### src/rtl/sbc_pkg.sv
/*
  Shared constants and types for the serial bus control block: register
  offsets, control field positions, reset values and the slave states.
  Assumes nothing of its surroundings; sbc_top and sbc_pin_sync import it whole.
*/
package sbc_pkg;

  // Register port address width and byte offsets of the registers.
  localparam int SBC_AW = 8;
  localparam logic [7:0] SBC_CTRL_OFS = 8'h00;
  localparam logic [7:0] SBC_SADDR_OFS = 8'h04;
  localparam logic [7:0] SBC_TXD_OFS = 8'h08;
  localparam logic [7:0] SBC_RXD_OFS = 8'h0c;
  localparam logic [7:0] SBC_STAT_OFS = 8'h10;

  // Field positions inside serial_bus_control.
  localparam int SBC_ON_BIT = 15;
  localparam int SBC_HALT_BIT = 13;
  localparam int SBC_REL_BIT = 12;
  localparam int SBC_STRICT_BIT = 11;
  localparam int SBC_WIDE_BIT = 10;
  localparam int SBC_SLEW_BIT = 9;
  localparam int SBC_SMB_BIT = 8;
  localparam int SBC_STRETCH_ENABLE_BIT = 6;

  // Reset values and the mask of bits that software can write.
  localparam logic [31:0] SBC_CTRL_RST = 32'h0000_1000;
  localparam logic [31:0] SBC_CTRL_WMASK = 32'h0000_bf40;
  localparam logic [9:0] SBC_SADDR_RST = 10'h000;
  localparam logic [7:0] SBC_TXD_RST = 8'h00;
  localparam logic [2:0] SBC_SYNC_RST = 3'h7;

  // Slave bus states.
  typedef enum logic [3:0] {
    SBC_IDLE = 4'h0,
    SBC_ADDR = 4'h1,
    SBC_ADDR2 = 4'h2,
    SBC_AACK = 4'h3,
    SBC_RX = 4'h4,
    SBC_RACK = 4'h5,
    SBC_TX = 4'h6,
    SBC_TACK = 4'h7,
    SBC_SKIP = 4'h8
  } sbc_state_t;

endpackage

### src/rtl/sbc_pin_if.sv
/*
  Carrier between the pin sampler and the control block: filtered line
  levels and one-cycle bus event pulses.
  Assumes a single clock domain, clk_sys, on both ends.
*/
`timescale 1ns/100ps
interface sbc_pin_if;
  logic scl;
  logic sda;
  logic scl_rise;
  logic scl_fall;
  logic start;
  logic stop;

  modport drv (output scl, sda, scl_rise, scl_fall, start, stop);
  modport use_side (input scl, sda, scl_rise, scl_fall, start, stop);
endinterface

### src/rtl/sbc_top.sv
/*
  Serial bus control block: the control register, slave address matching,
  slave clock stretching and pin ownership of a two-wire bus port.
  Assumes a register master on clk_sys and open-drain bus lines resolved
  outside; the line levels are sampled by sbc_pin_sync.
*/
// The address map and the plain strobed port were left to the implementer.
// Behaviour
// (RULE1) Enable bit runs port, owns bus pins.
// (RULE2) Halt-in-idle stops port during chip idle.
// (RULE3) Release bit clear holds clock low.
// (RULE4) Stretch enabled: software clears/sets; hardware clears twice.
// (RULE5) Stretch disabled: software only sets release.
// (RULE6) Strict mode ignores reserved slave addresses.
// (RULE7) Wide mode matches 10-bit slave address.
// (RULE8) Slew-disable bit turns off slew limiting.
// (RULE9) SMBus bit selects SMBus input thresholds.
// (RULE10) Bits 31-16 and 14 read zero.
// (RULE11) Software avoids access right after disabling.
// (RULE12) Disabled port releases lines, slave idles.
`timescale 1ns/100ps
module sbc_top import sbc_pkg::*; #(
  parameter int AW = SBC_AW
) (
  // Clock and reset.
  input wire logic clk_sys,
  input wire logic rst,
  // Register port.
  input wire logic [AW-1:0] reg_addr,
  input wire logic [31:0] reg_wdata,
  input wire logic reg_wr,
  input wire logic reg_rd,
  output logic [31:0] reg_rdata,
  // Chip power state.
  input wire logic chip_idle,
  // Bus clock line.
  input wire logic scl_i,
  output logic scl_o,
  output logic scl_oe,
  // Bus data line.
  input wire logic sda_i,
  output logic sda_o,
  output logic sda_oe,
  // Pad control.
  output logic pins_owned,
  output logic slew_limit_off,
  output logic smbus_levels_select
);

  typedef struct packed {
    logic [31:0] ctrl;
    logic [9:0] saddr;
    logic [7:0] txd;
    logic [7:0] rxd;
    logic rx_full;
    sbc_state_t st;
    logic [3:0] cnt;
    logic [7:0] sh;
    logic rw;
    logic nack;
    logic ten_ok;
    logic sda_low;
    logic scl_low;
    logic [31:0] rdata;
  } sbc_regs_t;

  sbc_regs_t r_q;
  sbc_regs_t r_d;

  sbc_pin_if pins ();

  // Line sampler and event finder.
  sbc_pin_sync u_sync (
    .clk_sys(clk_sys),
    .rst(rst),
    .scl_i(scl_i),
    .sda_i(sda_i),
    .pins(pins)
  );

  // Seven-bit addresses 0000xxx and 1111xxx are kept for special use.
  function automatic logic sbc_reserved(input logic [6:0] a);
    sbc_reserved = (a[6:3] == 4'h0) || (a[6:3] == 4'hf);
  endfunction

  // Byte offset decode, shared by the read and the write paths.
  function automatic logic sbc_hit(input logic [AW-1:0] a, input logic [7:0] ofs);
    sbc_hit = (a == AW'(ofs));
  endfunction

  // Status word: receive flag, direction and slave state.
  function automatic logic [31:0] sbc_status(input sbc_regs_t r);
    sbc_status = {22'h000000, r.ten_ok, r.rw, r.rx_full, r.nack, 2'h0, r.st};
  endfunction

  logic active;
  logic addressed;

  // The port runs only while enabled and not halted by chip idle.
  assign active = r_q.ctrl[SBC_ON_BIT]
                  & ~(r_q.ctrl[SBC_HALT_BIT] & chip_idle); // (RULE1) (RULE2)
  assign addressed = (r_q.st == SBC_AACK) || (r_q.st == SBC_RX) ||
                     (r_q.st == SBC_RACK) || (r_q.st == SBC_TX) ||
                     (r_q.st == SBC_TACK);

  // Register access, slave sequencing and line drive, all into one copy.
  always_comb begin
    logic rel_clr;
    logic rx_set;
    logic [2:0] bit_idx;
    logic [6:0] a7;
    rel_clr = 1'b0;
    rx_set = 1'b0;
    bit_idx = 3'(4'h7 - r_q.cnt);
    a7 = r_q.sh[7:1];
    r_d = r_q;
    r_d.rdata = 32'h0000_0000;

    // Software writes; unwritable bits stay zero whatever is written.
    if (reg_wr) begin
      if (sbc_hit(reg_addr, SBC_CTRL_OFS)) begin
        r_d.ctrl = reg_wdata & SBC_CTRL_WMASK; // (RULE10)
        if (!r_q.ctrl[SBC_STRETCH_ENABLE_BIT]) begin
          // Without stretch enable a written zero cannot start a stretch.
          r_d.ctrl[SBC_REL_BIT] = r_q.ctrl[SBC_REL_BIT]
                                  | reg_wdata[SBC_REL_BIT]; // (RULE5)
        end
      end else if (sbc_hit(reg_addr, SBC_SADDR_OFS)) begin
        r_d.saddr = reg_wdata[9:0];
      end else if (sbc_hit(reg_addr, SBC_TXD_OFS)) begin
        r_d.txd = reg_wdata[7:0];
      end
    end

    // Reads answer one cycle later; unmapped offsets read zero.
    if (reg_rd) begin
      if (sbc_hit(reg_addr, SBC_CTRL_OFS)) begin
        r_d.rdata = r_q.ctrl; // (RULE10)
      end else if (sbc_hit(reg_addr, SBC_SADDR_OFS)) begin
        r_d.rdata = {22'h000000, r_q.saddr};
      end else if (sbc_hit(reg_addr, SBC_TXD_OFS)) begin
        r_d.rdata = {24'h000000, r_q.txd};
      end else if (sbc_hit(reg_addr, SBC_RXD_OFS)) begin
        r_d.rdata = {24'h000000, r_q.rxd};
        r_d.rx_full = 1'b0;
      end else if (sbc_hit(reg_addr, SBC_STAT_OFS)) begin
        r_d.rdata = sbc_status(r_q);
      end
    end

    // Slave sequencing; a disabled or halted port drops back to idle.
    if (!active) begin
      r_d.st = SBC_IDLE; // (RULE12) (RULE2)
      r_d.sda_low = 1'b0;
      r_d.ten_ok = 1'b0;
      r_d.cnt = 4'h0;
    end else if (pins.stop) begin
      r_d.st = SBC_IDLE;
      r_d.sda_low = 1'b0;
      r_d.ten_ok = 1'b0;
    end else if (pins.start) begin
      // A repeated start keeps ten_ok so a wide-address read can follow.
      r_d.st = SBC_ADDR;
      r_d.cnt = 4'h0;
      r_d.sda_low = 1'b0;
    end else begin
      if (pins.scl_rise) begin
        unique case (r_q.st)
          SBC_ADDR, SBC_ADDR2, SBC_RX: begin
            r_d.sh = {r_q.sh[6:0], pins.sda};
            r_d.cnt = r_q.cnt + 4'h1;
          end
          SBC_TX: begin
            r_d.cnt = r_q.cnt + 4'h1;
          end
          SBC_TACK: begin
            r_d.nack = pins.sda;
          end
          default: begin
          end
        endcase
      end
      if (pins.scl_fall) begin
        unique case (r_q.st)
          SBC_ADDR: begin
            if (r_q.cnt == 4'h8) begin
              r_d.st = SBC_SKIP;
              r_d.rw = r_q.sh[0];
              if (r_q.ctrl[SBC_WIDE_BIT]) begin
                // Wide prefix 11110 plus the two top address bits.
                if (r_q.sh[7:3] == 5'h1e && r_q.sh[2:1] == r_q.saddr[9:8]
                    && (!r_q.sh[0] || r_q.ten_ok)) begin // (RULE7)
                  r_d.st = SBC_AACK;
                  r_d.sda_low = 1'b1;
                end
              end else if (a7 == r_q.saddr[6:0]
                           && !(r_q.ctrl[SBC_STRICT_BIT]
                                && sbc_reserved(a7))) begin // (RULE6) (RULE7)
                r_d.st = SBC_AACK;
                r_d.sda_low = 1'b1;
              end
            end
          end
          SBC_ADDR2: begin
            if (r_q.cnt == 4'h8) begin
              if (r_q.sh == r_q.saddr[7:0]) begin // (RULE7)
                r_d.st = SBC_AACK;
                r_d.sda_low = 1'b1;
                r_d.ten_ok = 1'b1;
              end else begin
                r_d.st = SBC_SKIP;
              end
            end
          end
          SBC_AACK: begin
            r_d.sda_low = 1'b0;
            r_d.cnt = 4'h0;
            if (r_q.rw) begin
              r_d.st = SBC_TX;
              rel_clr = 1'b1; // (RULE4) (RULE5)
            end else if (r_q.ctrl[SBC_WIDE_BIT] && !r_q.ten_ok) begin
              r_d.st = SBC_ADDR2;
            end else begin
              r_d.st = SBC_RX;
            end
          end
          SBC_RX: begin
            if (r_q.cnt == 4'h8) begin
              r_d.rxd = r_q.sh;
              rx_set = 1'b1;
              r_d.st = SBC_RACK;
              r_d.sda_low = 1'b1;
              rel_clr = r_q.ctrl[SBC_STRETCH_ENABLE_BIT]; // (RULE4)
            end
          end
          SBC_RACK: begin
            r_d.sda_low = 1'b0;
            r_d.cnt = 4'h0;
            r_d.st = SBC_RX;
          end
          SBC_TX: begin
            if (r_q.cnt == 4'h8) begin
              r_d.sda_low = 1'b0;
              r_d.st = SBC_TACK;
            end
          end
          SBC_TACK: begin
            r_d.cnt = 4'h0;
            if (r_q.nack) begin
              r_d.st = SBC_SKIP;
            end else begin
              r_d.st = SBC_TX;
              rel_clr = 1'b1; // (RULE4) (RULE5)
            end
          end
          default: begin
          end
        endcase
      end
      // Transmit data changes only while the clock line is low.
      if (r_q.st == SBC_TX && !pins.scl && r_q.cnt < 4'h8
          && r_d.st == SBC_TX) begin
        r_d.sda_low = ~r_q.txd[bit_idx];
      end
    end

    // Hardware clear beats a software release in the same cycle: a release
    // written before the byte starts belongs to the previous byte.
    if (rel_clr) begin
      r_d.ctrl[SBC_REL_BIT] = 1'b0; // (RULE4) (RULE5)
    end
    // A byte landing in the cycle of the data read keeps its flag set.
    if (rx_set) begin
      r_d.rx_full = 1'b1;
    end

    // Stretch only by extending a low phase, never by cutting a high one.
    r_d.scl_low = active && addressed && !r_d.ctrl[SBC_REL_BIT]
                  && (r_q.scl_low || !pins.scl); // (RULE3)
    if (!active) begin
      r_d.scl_low = 1'b0; // (RULE12)
    end
  end

  // Single state register for this module; sbc_pin_sync keeps its own.
  always_ff @(posedge clk_sys or posedge rst) begin
    if (rst) begin
      r_q <= '{ctrl: SBC_CTRL_RST, saddr: SBC_SADDR_RST, txd: SBC_TXD_RST,
               st: SBC_IDLE, default: '0};
    end else begin
      r_q <= r_d;
    end
  end

  // Open-drain drive: enables pull low, levels are always zero.
  assign scl_o = 1'b0;
  assign sda_o = 1'b0;
  assign scl_oe = r_q.scl_low; // (RULE3)
  assign sda_oe = r_q.sda_low;
  assign reg_rdata = r_q.rdata;

  // Pad control comes straight from the control register.
  assign pins_owned = r_q.ctrl[SBC_ON_BIT]; // (RULE1)
  assign slew_limit_off = r_q.ctrl[SBC_SLEW_BIT]; // (RULE8)
  assign smbus_levels_select = r_q.ctrl[SBC_SMB_BIT]; // (RULE9)

endmodule

### src/rtl/sbc_pin_sync.sv
/*
  Samples the two bus lines into the clk_sys domain and finds clock edges,
  start and stop conditions.
  Assumes the lines change far slower than clk_sys; pulses last one cycle.
*/
`timescale 1ns/100ps
module sbc_pin_sync import sbc_pkg::*; (
  // Clock and reset.
  input wire logic clk_sys,
  input wire logic rst,
  // Raw bus lines.
  input wire logic scl_i,
  input wire logic sda_i,
  // Filtered levels and events.
  sbc_pin_if.drv pins
);

  typedef struct packed {
    logic [2:0] scl_sh;
    logic [2:0] sda_sh;
    logic scl;
    logic sda;
    logic rise;
    logic fall;
    logic start;
    logic stop;
  } sbc_sync_t;

  sbc_sync_t q;
  sbc_sync_t d;

  // A level counts only once the second and third stages agree; the first
  // stage feeds nothing but the second, so metastability stays contained.
  always_comb begin
    logic scl_new;
    logic sda_new;
    scl_new = q.scl;
    sda_new = q.sda;
    d = q;
    d.scl_sh = {q.scl_sh[1:0], scl_i};
    d.sda_sh = {q.sda_sh[1:0], sda_i};
    if (q.scl_sh[1] == q.scl_sh[2]) begin
      scl_new = q.scl_sh[2];
    end
    if (q.sda_sh[1] == q.sda_sh[2]) begin
      sda_new = q.sda_sh[2];
    end
    d.scl = scl_new;
    d.sda = sda_new;
    d.rise = scl_new & ~q.scl;
    d.fall = ~scl_new & q.scl;
    d.start = q.scl & scl_new & q.sda & ~sda_new;
    d.stop = q.scl & scl_new & ~q.sda & sda_new;
  end

  // Idle bus lines are high, so the filter starts there.
  always_ff @(posedge clk_sys or posedge rst) begin
    if (rst) begin
      q <= '{scl_sh: SBC_SYNC_RST, sda_sh: SBC_SYNC_RST, scl: 1'b1,
             sda: 1'b1, default: 1'b0};
    end else begin
      q <= d;
    end
  end

  assign pins.scl = q.scl;
  assign pins.sda = q.sda;
  assign pins.scl_rise = q.rise;
  assign pins.scl_fall = q.fall;
  assign pins.start = q.start;
  assign pins.stop = q.stop;

endmodule

### config.mk
export PLATFORM = sky130hd
export DESIGN_NAME = sbc_top
export DESIGN_NICKNAME = d
export VERILOG_FILES = /design/src/rtl/sbc_pkg.sv /design/src/rtl/sbc_pin_if.sv /design/src/rtl/sbc_top.sv /design/src/rtl/sbc_pin_sync.sv
export SDC_FILE = /design/constraint.sdc
export NUM_CORES = 1
export LEC_CHECK = 0
export ABC_AREA = 1
export BUFFER_PORTS_ARGS = -buffer_cell sky130_fd_sc_hd__clkbuf_2
export CAP_MARGIN = 25
export CELL_PAD_IN_SITES_DETAIL_PLACEMENT = 0
export CELL_PAD_IN_SITES_GLOBAL_PLACEMENT = 1
export CORE_UTILIZATION = 37
export CTS_CLUSTER_SIZE = 10
export DETAILED_ROUTE_END_ITERATION = 8
export PLACE_DENSITY_LB_ADDON = 0.1
export REMOVE_ABC_BUFFERS = 1
export SLEW_MARGIN = 30
export SYNTH_ARGS = -nofsm -noshare
export SYNTH_HDL_FRONTEND = slang
export SYNTH_SLANG_ARGS = --single-unit
export TNS_END_PERCENT = 10
### constraint.sdc
create_clock -name clk_sys -period 2.6 [get_ports clk_sys]
set_clock_uncertainty 0.05 [all_clocks]
set_input_delay 0.52 -clock clk_sys [delete_from_list [all_inputs] [get_ports clk_sys]]
set_output_delay 0.52 -clock clk_sys [all_outputs]
set_load 0.05 [all_outputs]
==> results of run 1 <==
per-stage QoR:
stage	util	instances	worst slack, ns	power (W)
CTS	0.4359	750	0.5839	0.003127
global route	0.4359	750	0.4927	0.003218
floorplan	-	534	-0.09190	0.001609
detailed placement	0.4074	734	0.5085	0.001706
global placement	0.4074	734	0.5177	0.001702
finish	0.4359	750	0.6117	0.003085
registers in the layout, indices dropped and copies added, names as in the netlist, 2 cells and up:
signal,cells
r_q,51
reg_rdata,15
u_sync.d,4
u_sync.q,2
cell usage after synthesis (all sizes together):
cell    number  area [µm²]
o31ai        1       7.510
nand3b       2       15.01
dfrtp       74        1852
nand3       25       125.1
or2          2       12.52
o211ai       2       15.01
inv         84       315.3
xor2         2       17.52
o22ai        2       12.51
nand4        8       65.06
a31oi        6       37.54
buf         37       276.5
xnor2        6       52.55
nand2      135       519.3
nor4         3       25.02
clkbuf       5       18.77
a221oi       2       17.52
nor2        49       208.9
o21ai       63       345.3
ha           2       25.02
mux2         1       11.26
conb         1       3.750
nor3        11       92.59
o32ai        1       8.760
dfstp        9       236.5
a21oi       25       125.1
kinds of logic (layout without fill, tap and decap cells):
group | count (synthesis) | after routing | synth area share
simple gates | 235 | 235 | 0.2394
buf+inv | 126 | 157 | 0.1375
compound gates | 102 | 102 | 0.1282
flops | 83 | 83 | 0.4701
xor+xnor | 8 | 8 | 0.01578
fa+ha+maj | 2 | 2 | 0.005633
other cells | 1 | 19 | 0.0008443
mux | 1 | 1 | 0.002535
worst paths after layout:
path / endpoint / slack, ns / cells after the start
max: r_q[61] / 0.61 / 5
min: r_q[54] / 0.12 / 2
max reg2reg: r_q[61] / 0.61 / 5
min reg2reg: u_sync.d[8] / 0.31 / 0
max in group asynchronous: r_q[44] / 1.73 / 3
min in group clk_sys: u_sync.d[7] / 0.20 / 1
final cells by class:
type                       instances  area share
sequential                        83      0.4142
multi-input combinational        367      0.3591
timing repair buffer              57     0.06304
inverter                          84     0.06279
clock buffer                      12     0.05088
tap                              143     0.03549
clock inverter                     4     0.01440
where the power goes:
group          internal, W  switching (W)  leakage (nW)
combinational    0.0000764       0.000225          1.25
clock             0.000892       0.000514         0.159
sequential         0.00134      0.0000396          1.10
worst max-delay path: stages (launching register included):
cell	delay [ns]
dfrtp_1	0.47
inv_1	0.26
nand4_4	0.20
nor2_1	0.27
nand2_2	0.27
mux2_2	0.34
per-layer routing:
| metal | global-route usage | wire length [µm] |
|---|---|---|
| met2 | 0.2942 | 4897 |
| met5 | 0 | 0 |
| met1 | 0.2669 | 5501 |
| met3 | 0.03103 | 430 |
| met4 | 0.07027 | 133 |
==> run metrics, run 1 <==
Tcrit/Tclk final 0.7647; type of origin of the critical path register; minimum clock period 1.988 ns; Post-CTS Hold Buffers 0; layout cells sized above 1 0.1862; fmax 502.9 MHz; gpl congestion 0.8204; pwr dens 611.9 nW/µm²; Bufs on Longest Clock Path 2; Fin. Hold Viols 0; average wire per standard cell 14.62 µm; core box area 11560 µm²; Final HPWL DP 8407 µm; Max FO, Critical Path 16; Leak Pwr 2.501 nW; Multi-input gate area 1810 µm²; Cells after Synth 558; initial antenna violation count 0; clk root buf clkbuf_16; Die Height 111.6 µm; status complete, but fails checks; DRC 8; RSZ-0062 raised after global routing false; worst-margin pin slew 0.5465 ns; Critical Path RT 2.78 ns; Syn. warnings 0; WP data arrival 2.17 ns; GR Util All Layers 0.1897; P&R area growth vs syn 13.49%; vias post-DR 3576; setup_tns 0 ns; CTS tree built; Reg area 2088 µm²; placed cell area 4712 µm²; largest net degree at the start of global routing 40; I/O Buffers 49; Nets 651; post-DR vias/cell 4.768; PostCTS Resize Cnt 0; Post-CTS Setup Repair Bufs 0; vias in the first global route 3407; Slew headroom 0.6343; CTS HTree Levels 3; Initial Util 0.3841; max-slew violations 0; register area share after synthesis 0.4701; first-pass GRT wire length 18060 µm; worst setup path category register to register; Critical Path Source r_q[45]; violated checks DRC; CP Capture Type register; Synth Cell Area 4442 µm²; Synth cell types 40; grt total ovfl 0; most frequent cells in the layout nand2_1, inv_1, dfrtp_1, o21ai_0, clkbuf_2; Clock transition at path regs 0.07 ns; Peak VDD IR 0.3191 mV; cell area after layout 5041 µm²; Min Hold Slack 0.1205 ns; 1st-pass router iterations 9; drt initial violations 158; Die Wd 111.6 µm; area of the die 12450 µm²; Max Cap Viol 0; WL final 10960 µm; syn_area_per_cell 7.960 µm²; fill cell count 1204; io pins 86; clock latency on the worst-skew pair 0.35 ns; CTS Buf Count 9; n_diodes 0; Finish-stage setup viols 0; most common cell after layout, fill and taps aside nand2_1; antenna-violating nets left 0; Synth Register Bits 83; min-delay worst type input pin to async pin; FP Rows 39; clk sinks 83; critical register-to-register path startpoint r_q[45]
Note: power is estimated with default switching activity, not from simulation.
==> run 2, diff against run 1 <==
--- a/config.mk
+++ b/config.mk
@@ -10,7 +10,7 @@
 export CAP_MARGIN = 25
 export CELL_PAD_IN_SITES_DETAIL_PLACEMENT = 0
 export CELL_PAD_IN_SITES_GLOBAL_PLACEMENT = 1
-export CORE_UTILIZATION = 37
+export CORE_UTILIZATION = 41
 export CTS_CLUSTER_SIZE = 10
 export DETAILED_ROUTE_END_ITERATION = 8
 export PLACE_DENSITY_LB_ADDON = 0.1
==> constraint.sdc (replaced) <==
create_clock -name clk_sys -period 2 [get_ports clk_sys]
set_clock_uncertainty 0.05 [all_clocks]
set_input_delay 0.4 -clock clk_sys [delete_from_list [all_inputs] [get_ports clk_sys]]
set_output_delay 0.4 -clock clk_sys [all_outputs]
set_load 0.05 [all_outputs]
==> run 2 against run 1 <==
Cell count rose by 0.93%. Register-to-register slack lost 0.43 ns. First-iteration DRC count is 7.6% higher. Highest routed layer unchanged. Critical path depth increased by 5. Largest cell class unchanged. Core utilization increased by 4.9 points. The run now ends clean. Largest power group is now registers.
==> run metrics, run 2 (synthesized netlist as in run 1, its figures left out) <==
Largest Register r_q; combinational power share 0.120; post-DR vias/cell 4.828; most frequent cells in the layout nand2_1, inv_1, dfrtp_1, o21ai_0, clkbuf_2; core box area 10420 µm²; RSZ-0062 raised after global routing false; worst setup path category register to register; CTS HTree Levels 3; DRC 0; Fin. Hold Viols 0; GR Util All Layers 0.2101; Tcrit/Tclk final 0.9075; clock share of power 0.354; Bufs on Longest Clock Path 2; Leak Pwr 2.523 nW; area of the die 11250 µm²; gpl congestion 0.8615; Max FO, Critical Path 6; internal power 0.002455 W; max reg flops 51; Nets 665; largest net degree at the start of global routing 54; clock latency on the worst-skew pair 0.36 ns; layout cells sized above 1 0.2061; CTS Buf Count 9; Final HPWL DP 8384 µm; Finish-stage setup viols 0; 1st-pass router iterations 5; dpl ws 0.1291 ns; Placed Cells 740; hold path startpoint scl_i; P&R area growth vs syn 13.63%; Critical Path Source r_q[51]; Clock transition at path regs 0.09 ns; Max Cap Viol 0; WL final 10840 µm; pwr dens 674.2 nW/µm²; clk sinks 83; first-pass GRT wire length 17940 µm; vias in the first global route 3456; n_diodes 0; FP Rows 37; clk root buf clkbuf_8; most common cell after layout, fill and taps aside nand2_1; post-route worst setup slack 0.1850 ns; status complete, no violations; CP Capture Type register; antenna-violating nets left 0; vias post-DR 3655; fmax 551.0 MHz; minimum clock period 1.815 ns; initial antenna violation count 0; sw frac 0.2787; Peak VDD IR 0.4125 mV; type of origin of the critical path register; grt total ovfl 0; io pins 86; WP data arrival 2.02 ns; Sequential Power Share 0.526; I/O Buffers 49; average wire per standard cell 14.32 µm; switching power total 0.0009485 W; final core utilization 0.4846; setup_tns 0 ns; Initial Util 0.4264; drt initial violations 170; post-route non-filler standard cell count 757; Design Power 0.003403 W; Die Height 106.1 µm; Critical Path RT 2.21 ns; CTS tree built; Die Wd 106.1 µm; critical register-to-register path startpoint r_q[51]; max-slew violations 0; min-delay worst type input pin to register; Post-CTS Setup Repair Bufs 0
[run 2: final timing paths]
path / cells after the start / slack [ns] / endpoint
min in group asynchronous: 4 / 0.55 / r_q[67]
hold reg to reg: 0 / 0.31 / u_sync.d[11]
max in group asynchronous: 4 / 0.99 / r_q[92]
hold / removal: 1 / 0.07 / u_sync.d[10]
setup reg to reg: 10 / 0.18 / r_q[48]
setup / recovery: 10 / 0.18 / r_q[48]
[run 2: repair_timing]
item / 4_1_cts / 5_1_grt
gates resized for setup: 0 / 2
setup endpoints to repair: 0 / 2
hold endpoints to repair: 22 / 0
hold buffers: 1 / 0
[run 2: final cells by class]
cell class              count  area (µm²)
inverters                  84       316.6
repair buffers             71       462.9
multi-input cells         367        1814
flip-flops and latches     83        2090
clock buffers              11       141.4
well taps                 136       170.2
fillers                  1060        5369
clock inverters             5       52.55
[run 2: through the flow]
step           area, µm²  hold slack, ns
2_1_floorplan       4214          0.2952
3_3_place_gp        4838          0.2957
3_5_place_dp        4838          0.2995
4_1_cts             5042         0.05122
5_1_grt             5047         0.05261
6_report            5047         0.07013
[run 2: power groups by stage]
stage | clock network [W] | registers (W) | logic, W
floorplan | 0 | 0.00183 | 0.000266
finish | 0.00121 | 0.00179 | 0.000409
detailed placement | 0 | 0.00182 | 0.000411
CTS | 0.00124 | 0.00179 | 0.000414
global route | 0.00131 | 0.00180 | 0.000460
global placement | 0 | 0.00182 | 0.000409
[run 2: worst max-delay path, cell delays in order, from the launching register on]
cell	delay, ns
dfrtp_1	0.44
inv_2	0.09
nor2_4	0.16
inv_2	0.06
nor3_4	0.20
nor2_2	0.08
nor2_2	0.15
nand4_1	0.12
or2_0	0.22
nand3b_1	0.09
nand2_1	0.06
[run 2: layer usage]
layer,global-route usage,vias to the layer above,wire length (µm)
met5,0,-,0
met4,0.07540,0,146
met3,0.03004,11,593
met2,0.3268,118,4853
met1,0.2987,1686,5247
li1,-,1840,-
